$ cat src/design/wdg_pkg.sv
// constants shared by the watchdog control block
package wdg_pkg;
  localparam int unsigned CLK_HZ = 25_000_000;
  localparam int unsigned CLK_PERIOD_NS = 40;
  // stand-in for the slow oscillator: one tick per period below
  localparam int unsigned OSC_TICK_US = 100;
  localparam int unsigned TICK_CYC = (CLK_HZ / 1_000_000) * OSC_TICK_US;
  localparam int unsigned FAST_MS = 10;
  localparam int unsigned SLOW_MS = 20;
  localparam int unsigned FAST_TICKS = (FAST_MS * 1000) / OSC_TICK_US;
  localparam int unsigned SLOW_TICKS = (SLOW_MS * 1000) / OSC_TICK_US;
  localparam int unsigned RST_HOLD_NS = 640;
  localparam int unsigned RST_HOLD_CYC = (RST_HOLD_NS + CLK_PERIOD_NS - 1) / CLK_PERIOD_NS;
  localparam int unsigned SENSE_US = 20;
  localparam int unsigned SENSE_CYC = (CLK_HZ / 1_000_000) * SENSE_US;

  localparam logic [7:0] CTRL_ADDR = 8'h00;
  localparam logic [7:0] STAT_ADDR = 8'h04;
  localparam logic [7:0] MASK_ADDR = 8'h08;

  localparam int unsigned RATE_BIT = 0;
  localparam int unsigned FLAG_BIT = 1;
  localparam int unsigned CC_BIT = 2;
  localparam int unsigned IE_BIT = 3;
  localparam int unsigned RE_BIT = 4;
  localparam int unsigned RESTART_BIT = 5;
  localparam logic [7:0] CTRL_RESET = 8'h00;

  localparam int unsigned EV_TIMEOUT = 0;
  localparam int unsigned EV_CHECK = 1;
  localparam int unsigned EV_W = 2;
  localparam logic [1:0] EV_RESET = 2'h0;
endpackage

$ cat src/design/wdg_tmr_if.sv
// link between control logic and the oscillator timer
`timescale 1ns/100ps
interface wdg_tmr_if;
  logic run;
  logic hold;
  logic restart;
  logic rate_fast;
  logic expire;
  modport ctrl (output run, output hold, output restart, output rate_fast, input expire);
  modport tmr (input run, input hold, input restart, input rate_fast, output expire);
endinterface

$ cat src/design/wdg_osc_timer.sv
// oscillator tick divider and timeout counter
`timescale 1ns/100ps
module wdg_osc_timer #(
  parameter int unsigned TICK_CYC = wdg_pkg::TICK_CYC,
  parameter int unsigned TICK_W = 12,
  parameter int unsigned CNT_W = 8
) (
  input wire logic clk_i,   // system clock
  input wire logic rst_n_i, // sync reset, active low
  wdg_tmr_if.tmr t          // control side
);
  localparam logic [TICK_W-1:0] TICK_LAST = TICK_W'(TICK_CYC - 1);
  localparam logic [CNT_W-1:0] FAST_LAST = CNT_W'(wdg_pkg::FAST_TICKS - 1);
  localparam logic [CNT_W-1:0] SLOW_LAST = CNT_W'(wdg_pkg::SLOW_TICKS - 1);

  logic [TICK_W-1:0] div, next_div;
  logic [CNT_W-1:0] cnt, next_cnt;
  logic expire, next_expire;
  logic tick;
  logic [CNT_W-1:0] last;

  always_comb begin
    tick = t.run && (div == TICK_LAST);
    last = t.rate_fast ? FAST_LAST : SLOW_LAST;
    next_div = div;
    next_cnt = cnt;
    next_expire = 1'b0;
    if (!t.run) begin
      next_div = '0;
      next_cnt = '0;
    end else begin
      next_div = tick ? '0 : div + 1'b1;
      if (t.restart) begin
        next_cnt = '0;
      end else if (tick && !t.hold) begin
        if (cnt >= last) begin
          next_cnt = '0;
          next_expire = 1'b1;
        end else begin
          next_cnt = cnt + 1'b1;
        end
      end
    end
  end

  always_ff @(posedge clk_i) begin
    if (!rst_n_i) begin
      div <= '0;
      cnt <= '0;
      expire <= 1'b0;
    end else begin
      div <= next_div;
      cnt <= next_cnt;
      expire <= next_expire;
    end
  end

  // registered so the flag and reset logic see one clean pulse
  assign t.expire = expire;
endmodule

$ cat src/design/wdg_cyclic_check.sv
// cyclic sensing of hall and analog inputs
`timescale 1ns/100ps
module wdg_cyclic_check #(
  parameter int unsigned SENSE_CYC = wdg_pkg::SENSE_CYC
) (
  input wire logic clk_i,        // system clock
  input wire logic rst_n_i,      // sync reset, active low
  input wire logic start_i,      // pulse, begin one check
  input wire logic [1:0] hall_i, // two-pin hall sensor levels
  input wire logic analog_i,     // analog input comparator
  output logic sense_en_o,       // sensor supply on
  output logic hit_o             // pulse, input found active
);
  typedef enum logic [0:0] {IDLE, SENSE} chk_state_t;
  localparam logic [15:0] SENSE_LAST = 16'(SENSE_CYC - 1);

  chk_state_t state, next_state;
  logic [15:0] cnt, next_cnt;
  logic hit, next_hit;

  always_comb begin
    next_state = state;
    next_cnt = cnt;
    next_hit = 1'b0;
    unique case (state)
      IDLE: begin
        next_cnt = '0;
        if (start_i) begin
          next_state = SENSE;
        end
      end
      SENSE: begin
        // inputs only valid after the supply has settled
        if (cnt == SENSE_LAST) begin
          next_hit = (|hall_i) || analog_i;
          next_state = IDLE;
        end else begin
          next_cnt = cnt + 1'b1;
        end
      end
    endcase
  end

  always_ff @(posedge clk_i) begin
    if (!rst_n_i) begin
      state <= IDLE;
      cnt <= '0;
      hit <= 1'b0;
    end else begin
      state <= next_state;
      cnt <= next_cnt;
      hit <= next_hit;
    end
  end

  assign sense_en_o = (state == SENSE);
  assign hit_o = hit;
endmodule

$ cat src/design/wdg_ctrl.sv
// autonomous watchdog control register, flags, reset and interrupt outputs
//
// How it works
// - A timeout with reset enabled pulls the system reset low, only in RUN mode.
// - The reset-enable bit can be set once and then stays set until reset.
// - With interrupt enable set, a set timeout flag requests a CPU interrupt in STOP mode.
// - The active-low interrupt pin is driven for a timeout only in STOP mode.
// - The cyclic-check bit turns on periodic sensing of hall and analog inputs.
// - The timeout flag is set each time the timeout period runs out.
// - Writing 1 clears the timeout flag and writing 0 leaves it alone.
// - Clearing the timeout flag also restarts the timeout period.
// - Rate select 1 gives the 10 ms period and 0 the 20 ms period.
// - Reset clears all control and flag bits to 0.
// - Writing 1 to the restart bit restarts the period; it always reads 0.
// - The oscillator runs only while reset, interrupt or check enable is set.
// - With only reset enable set, counting stops in STOP mode and resumes in RUN.
`timescale 1ns/100ps
module wdg_ctrl #(
  // clocks per oscillator tick; a bench may shorten it
  parameter int unsigned TICK_CYC = wdg_pkg::TICK_CYC
) (
  input wire logic clk_i,           // 25 MHz system clock
  input wire logic rst_n_i,         // sync reset, active low
  input wire logic psel_i,          // apb select
  input wire logic penable_i,       // apb enable
  input wire logic pwrite_i,        // apb direction
  input wire logic [7:0] paddr_i,   // apb byte address
  input wire logic [31:0] pwdata_i, // apb write data
  output logic [31:0] prdata_o,     // apb read data
  output logic pready_o,            // apb ready
  output logic pslverr_o,           // apb error, unmapped address
  input wire logic stop_mode_i,     // device in STOP mode
  input wire logic [1:0] hall_i,    // hall sensor inputs
  input wire logic analog_i,        // analog input comparator
  output logic sensor_supply_o,     // sensor supply during check
  output logic osc_run_o,           // watchdog oscillator running
  output logic sys_rst_n_o,         // system reset, active low
  output logic irq_a_n_o,           // cpu interrupt pin, active low
  output logic irq_o                // level interrupt from status
);
  wdg_tmr_if tif ();

  logic re, ie, cc, flag, rate;
  logic next_re, next_ie, next_cc, next_flag, next_rate;
  logic [wdg_pkg::EV_W-1:0] stat, next_stat, mask, next_mask;
  logic [4:0] rst_cnt, next_rst_cnt;
  logic sys_rst_n, next_sys_rst_n;
  logic irq_a_n, next_irq_a_n;
  logic wake_pend, next_wake_pend;
  logic [31:0] prdata, next_prdata;
  logic access, wr, ctrl_wr, stat_wr, mask_wr, mapped, hit;
  logic [7:0] ctrl_rd;
  logic [wdg_pkg::EV_W-1:0] ev;

  localparam logic [4:0] RST_HOLD = 5'(wdg_pkg::RST_HOLD_CYC);

  // apb decode; zero wait states
  always_comb begin
    access = psel_i && penable_i;
    wr = access && pwrite_i;
    mapped = (paddr_i == wdg_pkg::CTRL_ADDR) || (paddr_i == wdg_pkg::STAT_ADDR)
      || (paddr_i == wdg_pkg::MASK_ADDR);
    ctrl_wr = wr && (paddr_i == wdg_pkg::CTRL_ADDR);
    stat_wr = wr && (paddr_i == wdg_pkg::STAT_ADDR);
    mask_wr = wr && (paddr_i == wdg_pkg::MASK_ADDR);
  end

  assign pready_o = 1'b1;
  assign pslverr_o = access && !mapped;

  // timer control
  assign tif.run = re || ie || cc;
  // only the periodic functions keep counting in STOP
  assign tif.hold = stop_mode_i && !(ie || cc);
  assign tif.rate_fast = rate;
  assign tif.restart = ctrl_wr && (pwdata_i[wdg_pkg::RESTART_BIT]
    || pwdata_i[wdg_pkg::FLAG_BIT]);

  wdg_osc_timer #(
    .TICK_CYC (TICK_CYC),
    .TICK_W (12),
    .CNT_W (8)
  ) u_timer (
    .clk_i (clk_i),
    .rst_n_i (rst_n_i),
    .t (tif.tmr)
  );

  wdg_cyclic_check u_check (
    .clk_i (clk_i),
    .rst_n_i (rst_n_i),
    .start_i (tif.expire && cc),
    .hall_i (hall_i),
    .analog_i (analog_i),
    .sense_en_o (sensor_supply_o),
    .hit_o (hit)
  );

  // control register and flag
  always_comb begin
    next_re = re;
    next_ie = ie;
    next_cc = cc;
    next_rate = rate;
    next_flag = flag;
    if (ctrl_wr) begin
      // once enabled it cannot be turned off
      next_re = re || pwdata_i[wdg_pkg::RE_BIT];
      next_ie = pwdata_i[wdg_pkg::IE_BIT];
      next_cc = pwdata_i[wdg_pkg::CC_BIT];
      next_rate = pwdata_i[wdg_pkg::RATE_BIT];
      if (pwdata_i[wdg_pkg::FLAG_BIT]) begin
        next_flag = 1'b0;
      end
    end
    if (tif.expire) begin
      next_flag = 1'b1;
    end
  end

  // reset pulse and interrupt pin
  always_comb begin
    next_rst_cnt = rst_cnt;
    if (tif.expire && re && !stop_mode_i) begin
      next_rst_cnt = RST_HOLD;
    end else if (rst_cnt != 5'h00) begin
      next_rst_cnt = rst_cnt - 5'h01;
    end
    next_sys_rst_n = (next_rst_cnt == 5'h00);
    next_wake_pend = stop_mode_i && (wake_pend || hit);
    next_irq_a_n = !(stop_mode_i && ((ie && next_flag) || next_wake_pend));
  end

  // sticky status with mask
  always_comb begin
    ev = '0;
    ev[wdg_pkg::EV_TIMEOUT] = tif.expire;
    ev[wdg_pkg::EV_CHECK] = hit;
    next_stat = stat;
    if (stat_wr) begin
      next_stat = stat & ~pwdata_i[wdg_pkg::EV_W-1:0];
    end
    // an event in the clearing cycle is kept
    next_stat = next_stat | ev;
    next_mask = mask_wr ? pwdata_i[wdg_pkg::EV_W-1:0] : mask;
  end

  // read data captured in the setup phase
  always_comb begin
    ctrl_rd = 8'h00;
    ctrl_rd[wdg_pkg::RE_BIT] = re;
    ctrl_rd[wdg_pkg::IE_BIT] = ie;
    ctrl_rd[wdg_pkg::CC_BIT] = cc;
    ctrl_rd[wdg_pkg::FLAG_BIT] = flag;
    ctrl_rd[wdg_pkg::RATE_BIT] = rate; // restart bit stays 0
    next_prdata = prdata;
    if (psel_i && !penable_i && !pwrite_i) begin
      unique case (paddr_i)
        wdg_pkg::CTRL_ADDR: next_prdata = {24'h000000, ctrl_rd};
        wdg_pkg::STAT_ADDR: next_prdata = {30'h00000000, stat};
        wdg_pkg::MASK_ADDR: next_prdata = {30'h00000000, mask};
        default: next_prdata = 32'h00000000;
      endcase
    end
  end

  always_ff @(posedge clk_i) begin
    if (!rst_n_i) begin
      {re, ie, cc, flag, rate} <= 5'h00;
      stat <= wdg_pkg::EV_RESET;
      mask <= wdg_pkg::EV_RESET;
      rst_cnt <= 5'h00;
      sys_rst_n <= 1'b1;
      irq_a_n <= 1'b1;
      wake_pend <= 1'b0;
      prdata <= 32'h00000000;
    end else begin
      re <= next_re;
      ie <= next_ie;
      cc <= next_cc;
      flag <= next_flag;
      rate <= next_rate;
      stat <= next_stat;
      mask <= next_mask;
      rst_cnt <= next_rst_cnt;
      sys_rst_n <= next_sys_rst_n;
      irq_a_n <= next_irq_a_n;
      wake_pend <= next_wake_pend;
      prdata <= next_prdata;
    end
  end

  assign prdata_o = prdata;
  assign sys_rst_n_o = sys_rst_n;
  assign irq_a_n_o = irq_a_n;
  assign irq_o = |(stat & mask);
  assign osc_run_o = tif.run;
endmodule

$ cat config.mk
export PLATFORM = sky130hd
export DESIGN_NAME = wdg_ctrl
export DESIGN_NICKNAME = d
export VERILOG_FILES = /design/src/design/wdg_pkg.sv /design/src/design/wdg_tmr_if.sv /design/src/design/wdg_osc_timer.sv /design/src/design/wdg_cyclic_check.sv /design/src/design/wdg_ctrl.sv
export SDC_FILE = /design/constraint.sdc
export NUM_CORES = 1
export LEC_CHECK = 0
export BUFFER_PORTS_ARGS = -buffer_cell sky130_fd_sc_hd__buf_2
export CORE_MARGIN = 2
export CORE_UTILIZATION = 47
export DETAILED_ROUTE_END_ITERATION = 10
export PLACE_DENSITY = 0.73
export RECOVER_POWER = 50
export SYNTH_ARGS = -nofsm -noshare
export SYNTH_HDL_FRONTEND = slang
export SYNTH_SLANG_ARGS = --single-unit
export TNS_END_PERCENT = 10
$ cat constraint.sdc
create_clock -name clk_i -period 1.7 [get_ports clk_i]
set_input_delay 0.425 -clock clk_i [delete_from_list [all_inputs] [get_ports clk_i]]
set_output_delay 0.425 -clock clk_i [all_outputs]
set_load 0.02 [all_outputs]
After elaboration in Yosys (flattened, before gate mapping)
Cells that the tools add are included.
W data, S select, Z words.
{ "totals": {"wordCells": 95, "out_inout_bits": 39, "mem_bits_ro": 0, "memories": 0, "ram_bits": 0, "input_bits": 49, "latchBits": 0, "reg_bits": 88} }
{ "classes": {"n_mul": 0, "shift": 0, "muxes": 15, "addsub": 4, "div": 0, "n_lt_le_gt_ge": 1, "eq_ne": 5, "n_bitwise": 8, "n_reduce_logical": 44} }
{ "op_table": {"columns": ["op", "n"], "rows": [
  ["$pmux W16 S2", 1],
  ["$logic_and A1 B1 Y1", 18],
  ["$add A16 B1 Y16 const B", 1],
  ["$eq A16 B9 Y1 const B", 1],
  ["$mux W16", 1],
  ["$mux W8", 2],
  ["$pmux W5 S3", 1],
  ["$add A12 B1 Y12 const B", 1],
  ["$eq A12 B12 Y1 const B", 1],
  ["$logic_or A1 B1 Y1", 10],
  ["$mux W5", 2],
  ["$add A8 B1 Y8 const B", 1],
  ["$eq A8 B3 Y1 const B", 1],
  ["$eq A8 B4 Y1 const B", 1],
  ["$ge A8 B8 Y1", 1],
  ["$logic_not A8 Y1", 1],
  ["$logic_not A1 Y1", 7],
  ["$mux W1", 6],
  ["$reduce_or A3 Y1", 2],
  ["$logic_not A5 Y1", 1],
  ["$reduce_bool A5 Y1", 1],
  ["$sub A5 B1 Y5 const B", 1],
  ["$and A2 B2 Y2", 2],
  ["$not A1 Y1", 4],
  ["8 further kinds", 9]
]} }

Logic depth before layout (Yosys ltp)
Gate-level depths: netlist of run 1.
{ "logic_depth": {"word_depth": 9, "mapped_depth": 7, "ltp_nobuf": 6} }

Cells and area by module
Synthesis of run 1 repeated with hierarchy kept, for this count alone.
{ "unflattened": {"cells_unflattened": 376, "area_unflattened_um2": 3266.9} }
{ "modules_own_cells": {"columns": ["module", "seq_area_each_um2", "cells_per_inst", "area_per_inst_um2", "instances"], "rows": [
  ["wdg_ctrl", 440.4, 154, 1292.5, 1],
  ["wdg_osc_timer", 420.4, 123, 1079.8, 1],
  ["wdg_cyclic_check", 360.3, 99, 894.6, 1]
]} }

Worst setup path after synthesis of run 1
Ideal clock, no wire load.
{ "synth_timing": {"path_kind": "reg-to-reg", "startpoint": "reg rate", "endpoint": "reg u_timer.cnt[3]", "n_path_buf": 1, "setup_time_ps": 75, "stages_incl_launch_ff": 8, "arrival_time_ps": 1713, "synth_period_minus_slack_ps": 1787, "setup_slack_ps": -87, "required_ps": 1625, "cell_sequence": "dfxtp_1 -> inv_1 -> ha_1 -> o211a_1 -> o2bb2ai_1 -> clkbuf_1 -> nand3_1 -> a31oi_1"} }
{ "synth_via": {"elab_chain_cells": 3} }
{ "synth_lines": {"columns": ["item", "line_no", "source"], "rows": [
  ["start: declaration", "wdg_ctrl.sv:43", "logic re, ie, cc, flag, rate;"],
  ["start signal: assignment", "wdg_ctrl.sv:182", "rate <= next_rate;"],
  ["$mux W8", "wdg_osc_timer.sv:24", "last = t.rate_fast ? FAST_LAST : SLOW_LAST;"],
  ["$ge A8 B8 Y1", "wdg_osc_timer.sv:36", "if (cnt >= last) begin"],
  ["$mux W8", "wdg_osc_timer.sv:36", null],
  ["end signal: assignment", "wdg_osc_timer.sv:53", "cnt <= next_cnt;"],
  ["end: declaration", "wdg_osc_timer.sv:17", "logic [CNT_W-1:0] cnt, next_cnt;"]
]} }
Every way passes these cells.
A chain may end at the register's enable or synchronous reset.

Worst setup path after layout of run 1
{ "layout_timing": {"startpoint": "reg cc", "endpoint": "out osc_run_o"} }
{ "layout_via": {"elab_chain_cells": 1} }
{ "layout_lines": {"columns": ["item", "line_no", "source"], "rows": [
  ["start: declaration", "wdg_ctrl.sv:43", null],
  ["start signal: assignment", "wdg_ctrl.sv:180", "cc <= next_cc;"],
  ["$logic_or A1 B1 Y1", "wdg_ctrl.sv:72", "assign tif.run = re || ie || cc;"],
  ["end: declaration", "wdg_ctrl.sv:36", "output logic osc_run_o,"]
]} }
Every way passes these cells.

==> results of run 1 <==
==> registers in the layout, summed over array words and instances, names as in the netlist <==
name	count
u_check.hit_o	1
u_timer.cnt	8
irq_a_n_o	1
rst_cnt	5
wake_pend	1
stat	2
flag	1
u_check.sense_en_o	1
mask	2
re	1
sys_rst_n_o	1
u_timer.div	12
cc	1
prdata_o	5
rate	1
u_timer.t.expire	1
u_check.cnt	16
ie	1
==> power by group <==
group          switching [mW]  leakage (nW)  internal [mW]
registers              0.0283         0.495           1.48
clock network           0.548         0.108          0.789
logic                   0.274         0.773          0.224
==> metal layers <==
metal	part of all wire, %	GRT usage [%]	routed length, um	up-vias
li1	-	-	-	1345
met1	46	22.4	3010	1247
met2	47	30.6	3100	80
met3	5.1	4.57	332	10
met4	1.9	8.37	125	0
met5	0	0	0	-
==> worst paths after layout <==
check,cells after the start,start,slack [ps],to
max reg2reg,5,u_check.cnt[1],60,u_check.cnt[12]
min reg2reg,1,u_timer.div[0],460,u_timer.div[0]
max,2,cc,50,osc_run_o
min,2,pwdata_i[0],330,stat[0]
==> metrics by stage <==
stage | hold WS [ps] | cell area [um2] | setup WS (ps)
finish | 334 | 3630 | 50.1
detailed placement | 446 | 3380 | -93.4
CTS | 315 | 3620 | 12.6
floorplan | 426 | 3200 | 3.89
global route | 330 | 3630 | -34.9
global placement | 445 | 3380 | -26.0
==> cell usage after synthesis (2+ instances only) <==
cell and number:
xor2_1 10, ha_1 7, conb_1 2, o211ai_1 2, and4_1 3, inv_1 12, a31oi_1 5, xnor2_1 10
o211a_1 2, nor3_1 12, buf_4 28, nand2b_1 3, nor3b_1 3, or3_1 7, nand2_1 25, and3_1 4
o2bb2ai_1 3, nor2_1 33, a22oi_1 5, o21ai_0 13, a21oi_1 16, mux2i_1 8, o2111ai_1 3, dfxtp_1 61
clkbuf_1 8, nand4_1 12, nor2b_1 11, a41oi_1 2, nand3b_1 2, o21a_1 4, nand3_1 22, a21boi_0 3
nor4_1 2, nor4b_1 2
==> what timing repair did <==
action / 4_1_cts / 5_1_grt
pin swaps: 0 / 3
setup endpoints to repair: 11 / 19
resized for setup: 5 / 12
==> worst register-to-register path: stages, from the launching register on <==
cell     delay (ps)
dfxtp_4         370
ha_2            190
nand3_1         100
or4_4           440
or3_1           320
a21oi_1         150
==> placed cells by master (no fill, tap or decap), types with 4 or more instances in the layout <==
cell type / count
dfxtp_1: 56
nor2_1: 33
conb_1: 28
nand2_1: 25
buf_2: 24
nand3_1: 22
buf_4: 20
a21oi_1: 15
nand4_1: 13
o21ai_0: 13
inv_1: 12
nor3_1: 12
clkbuf_8: 12
nor2b_1: 11
clkbuf_1: 11
xor2_1: 10
xnor2_1: 10
mux2i_1: 8
or3_1: 7
ha_1: 6
a22oi_1: 5
a31oi_1: 5
and3_1: 4
o21a_1: 4
dfxtp_2: 4
==> cells by family after synthesis <==
| kind of cell | synth area share (%) |
|---|---|
| AOI/OAI and AO/OA | 13.3 |
| xor gates and xnor gates | 5.66 |
| adders and majority gates | 2.83 |
| buffers and inverters | 9.38 |
| DFF | 39.5 |
| muxes | 2.59 |
| other | 0.243 |
| and+or+nand+nor | 26.5 |
==> area by class of cell <==
| type | count | area [um2] |
|---|---|---|
| fill | 577 | 2720 |
| multi-input combinational | 278 | 1740 |
| sequential | 61 | 1230 |
| timing repair buffer | 55 | 312 |
| clock buffer | 12 | 165 |
| tap | 77 | 96.3 |
| inverter | 12 | 45.0 |
| clock inverter | 3 | 43.8 |
==> results.md, run 1 <==
- Area contributors post-synth: dfxtp_1 (39%), buf_4 (6.8%), nor2_1 (4.0%)
- Crit-path max FO: 6
- Layout area overhead: 17.5%
- H-tree Lvls: 3
- IO Pins: slightly below 90
- Area fraction of the dominant cell type after synthesis: 39.5%
- Syn Area/Cell: around 8.5 um2
- Die area: roughly 7200 um2
- Fin crit period: roughly 1600 ps
- Antenna-violating nets left: 0
- DR WL/cell: 13.2 um
- Yosys top cell by area: dfxtp_1
- Data arrival time of the worst path: between 1000 and 1500 ps
- Synth Cell Area: 3090 um2
- Critical path endpoint category: primary output
- Critical path type: flop to primary output
- Post-synthesis sequential area ratio: 39.5%
- P_leak: 1.38 nW
- Starting Density: 48.7%
- Vias: 2682
- Synth cell types: about 50
- CP cell instances: or3_1 > buf_2
- # DRC: 0
- Cell count after placement: roughly 480
- Rel. slew slack: 37.1%
- Initial antenna violation count: 0
- NumNets Final: 473
- Final WL: around 6600 um
- HP Class: primary input to flop
- Share of cells above drive strength 1: between 10% and 20%
- Root Buffer: clkbuf_8
- Post-DP HPWL: roughly 4600 um
- CTS Hold Bufs: 0
- GPL Wtd Cong: 0.814
- Buf/Inv on CP: 1
- Final Util: 57.2%
- CP top delay family: simple AND/OR/NAND/NOR gates
- Overall power: 3.34 mW
- Worst clock skew: 9.27 ps
- Max-slew violation count: 0
- Max Cap Viol: 0
- CP max-delay cell: or3_1
- Worst skew pair latency: 340 ps
- Unrepaired setup endpoints after global routing: true
- Avg Vias per Cell: roughly 5.4
- Post-CTS setup buffers: 0
- Post-synth top flop: dfxtp_1
- Status: complete, no violations
- Number of synthesized register bits: 61
- Fin crit share: 97.1%
- Die Wd: between 80 and 90 um
- YS warnings: 0
- Pwr Density: 920 nW/um2
- Peak supply drop: between 700 and 800 uV
- Final hold vios: 0
- GRT Util Overall: 18.4%
- Vias in the first global route: between 2000 and 2500
- Sink Count: slightly above 60
- Post-synth EDFFs: 0
- # port buffers: 33
- Die height: 85.1 um
- F_max: 0.606 GHz
- Worst Tran Pin Value: approximately 940 ps
- First-pass GRT wire length: ~11000 um
- Core footprint: ~6300 um2
- Drt pass-1 iters: 4
- Largest net degree at the start of global routing: 26
- Final TNS setup: 0 ps
- Gr ovfl total: 0
- Non-filler cells, final: 498
- CTS tree: done
- Initial DRC count: 130
- Worst path required time: 1270 ps
- Post-synth ARST share: 0%
- CTS buffer count: 9
- CTS clk-pin slew, worst paths: approximately 70 ps
- Largest stage delay, worst path: 370 ps
- Diodes inserted: 0
- Longest Clk Path Bufs: 2
- Worst Setup Start Kind: flop
- Final setup fails: 0
- Synth Instances: 362
- # rows: 29
Power figures use the tool's default switching activity.
==> run 2: changes to the inputs <==
--- a/config.mk
+++ b/config.mk
@@ -5,11 +5,12 @@
 export SDC_FILE = /design/constraint.sdc
 export NUM_CORES = 1
 export LEC_CHECK = 0
-export BUFFER_PORTS_ARGS = -buffer_cell sky130_fd_sc_hd__buf_2
+export ABC_AREA = 1
 export CORE_MARGIN = 2
 export CORE_UTILIZATION = 47
 export DETAILED_ROUTE_END_ITERATION = 10
-export PLACE_DENSITY = 0.73
+export DONT_BUFFER_PORTS = 1
+export PLACE_DENSITY = 0.61
 export RECOVER_POWER = 50
 export SYNTH_ARGS = -nofsm -noshare
 export SYNTH_HDL_FRONTEND = slang
==> run 2 against run 1 <==
  * Die area grew 9.2%
  * Count of clock-buffer cells in the layout rose by 1
  * Non-clock buffer count fell by 51
  * Synthesized cell count grew 40%
  * Hold slack got worse by 120 ps
  * Cell count increased by 23%
  * Cell area down 1.3%
  * Clock power about the same
  * Total power fell by 15%
  * Fmax up 7.7%
  * Sequential cell count stayed put
  * Highest routed layer unchanged
==> results.md, run 2 <==
- Status: complete, no violations
- Number of synthesized register bits: 61
- Sink Count: 61
- Unrepaired setup endpoints after global routing: false
- F_max: 0.653 GHz
- Share of cells above drive strength 1: under 10%
- Post-DP HPWL: 5080 um
- CTS tree: done
- Gr ovfl total: 0
- Worst path required time: 1920 ps
- Largest net degree at the start of global routing: 15
- Post-synth top flop: dfxtp_1
- CTS buffer count: 9
- Clock share of power: 46.1%
- IO Pins: 88
- Worst skew pair latency: around 330 ps
- Max-slew violation count: 0
- Yosys top cell by area: dfxtp_1
- Vias in the first global route: 2650
- Fill count: 704
- # port buffers: 0
- Synth cell count leaders: nand2_1 (107), nor2_1 (72), dfxtp_1 (61), inv_1 (61), a21oi_1 (41)
- Most frequent cells in the layout: nand2_1 (106), nor2_1 (74), inv_1 (62), dfxtp_1 (60), a21oi_1 (41)
- Combinational fraction of design power: about 3.5%
- Syn Area/Cell: 6.69 um2
- # DRC: 0
- Crit. Startpoint: rst_cnt[0]
- Hold Crit Start: rst_n_i
- Max Cap Viol: 0
- Overall power: roughly 2.9 mW
- WHS Endpoint: u_timer.t.expire
- DR top layer: met4
- Peak supply drop: between 500 and 600 uV
- Critical path type: flop to flop
- Data arrival time of the worst path: 1750 ps
- Critical path endpoint category: flop
- Register share of total power: 50.4%
- Area contributors post-synth: dfxtp_1 (36%), nand2_1 (12%), nor2_1 (8.0%)
- First-pass GRT wire length: 11500 um
- Core footprint: 6910 um2
- Area fraction of the dominant cell type after synthesis: 36.0%
- YS warnings: 0
- Layout area overhead: 5.75%
- Fin crit share: 90.1%
- Worst Setup Start Kind: flop
- Met2 routed WL: 2910 um
- Final WL: 6620 um
- H-tree Lvls: 3
- GPL Wtd Cong: 0.834
- Synth Cell Area: 3390 um2
- Most common cell in the netlist: nand2_1
- Post-synth ARST share: 0%
- Reg2reg start: rst_cnt[0]
- Top flop regs: u_check.cnt x16, u_timer.div x12, u_timer.cnt x8
- CTS clk-pin slew, worst paths: 70 ps
- Starting Density: 49.1%
- Longest Clk Path Bufs: 2
- Vias: between 2000 and 3000
- Crit-path max FO: 5
- Diodes inserted: 0
- R2R Path End: sys_rst_n_o
- Reg2reg path depth: 8
- Hold Path Depth: 2
- R2R Setup Slk: 170 ps
- Initial antenna violation count: 0
- Largest register FFs: 16
- Initial DRC count: 136
- Die Wd: 89.0 um
- Post-synth EDFFs: 0
- P_leak: approximately 1.5 nW
- Worst clock skew: roughly 8.6 ps
- CTS Hold Bufs: 0
- Synth cell types: 31
- Root Buffer: clkbuf_8
- Post-synthesis sequential area ratio: between 30% and 40%
- DR WL/cell: 10.8 um
- Avg Vias per Cell: 4.78
- Synth Instances: 507
- WL met3: 361 um
- Die area: just under 8000 um2
- Final hold vios: 0
- Switching share of total power: a little over a fifth
- # rows: 30
- HP Class: primary input to flop
- Pint: 2.23 mW
- Reg with most FFs: u_check.cnt
- Fin crit period: between 1500 and 2000 ps
- GRT Util Overall: between 10% and 20%
- Drt pass-1 iters: 4
- Final setup fails: 0
- NumNets Final: around 570
- Pwr Density: 795 nW/um2
- Antenna-violating nets left: 0
- Commonest non-fill, non-tap cell in the layout: nand2_1
- Die height: 89.0 um
- M1 wire length: 3300 um
- Final TNS setup: 0 ps
- NetSw: 0.624 mW
run 2: cell types whose count changed in the layout (fill, tap and decap cells not counted), sizes merged, moves of 9 or more:
cell / change
xnor2: -9
nor2: +47
nand3: +16
a21oi: +25
nor2b: -11
buf: -42
inv: +59
nand2: +87
run 2: cells by family (layout without fill, tap and decap cells):
group | Yosys count | after routing | share of synthesized area [%]
AOI/OAI and AO/OA | 64 | 64 | 9.63
xor gates and xnor gates | 3 | 3 | 0.775
adders and majority gates | 7 | 7 | 2.58
buffers and inverters | 104 | 89 | 14.7
DFF | 61 | 61 | 36.0
other | 2 | 28 | 0.221
and+or+nand+nor | 266 | 266 | 36.1
run 2: metal layers:
metal / global-route usage, % / vias up
met5: 0 / -
met2: 27.5 / 61
met4: 5.97 / 0
li1: - / 1580
met3: 5.63 / 6
met1: 25.2 / 1286
run 2: power by group through the flow:
stage | combinational [mW] | clock (mW) | sequential, mW
floorplan | 0.142 | 0 | 1.47
CTS | 0.100 | 1.37 | 1.44
global route | 0.113 | 1.44 | 1.44
detailed placement | 0.0998 | 0 | 1.47
finish | 0.100 | 1.31 | 1.44
global placement | 0.0988 | 0 | 1.47
run 2: what timing repair did:
item,4_1_cts,5_1_grt
gates resized for setup,0,3
hold endpoints to repair,0,0
setup endpoints to repair,0,9
buffers inserted,0,0
run 2: through the flow:
step,setup WS (ps),area [um2],util (%),std cells,hold slack [ps]
3_5_place_dp,110,3410,49.3,600,458
3_3_place_gp,129,3410,49.3,600,445
2_1_floorplan,130,3490,-,533,430
4_1_cts,93.7,3610,52.2,614,203
6_report,168,3590,51.9,614,218
5_1_grt,12.3,3590,51.9,614,203
run 2: area by class of cell:
cell class	instances	area (um2)	share of cell area, %
well taps	96	120	3.35
flip-flops and latches	61	1220	34.1
clock buffers	13	169	4.71
multi-input cells	368	1760	49.0
inverters	71	267	7.43
repair buffers	4	22.5	0.628
clock inverters	1	30.0	0.837
run 2: worst max path at each step:
stage | end | slack (ps) | depth (start not counted)
floorplan | pslverr_o | 130 | 6
global placement | pslverr_o | 130 | 6
detailed placement | pslverr_o | 110 | 6
CTS | u_timer.cnt[4] | 90 | 9
global route | sys_rst_n_o | 10 | 8
finish | sys_rst_n_o | 170 | 8
run 2: worst max-delay path, stage by stage (launching register included):
cell,delay [ps]
dfxtp_1,310
inv_1,120
ha_1,280
nand3_1,170
nand2_1,100
inv_1,50
nand2_1,70
nand3_1,80
o21ai_0,270
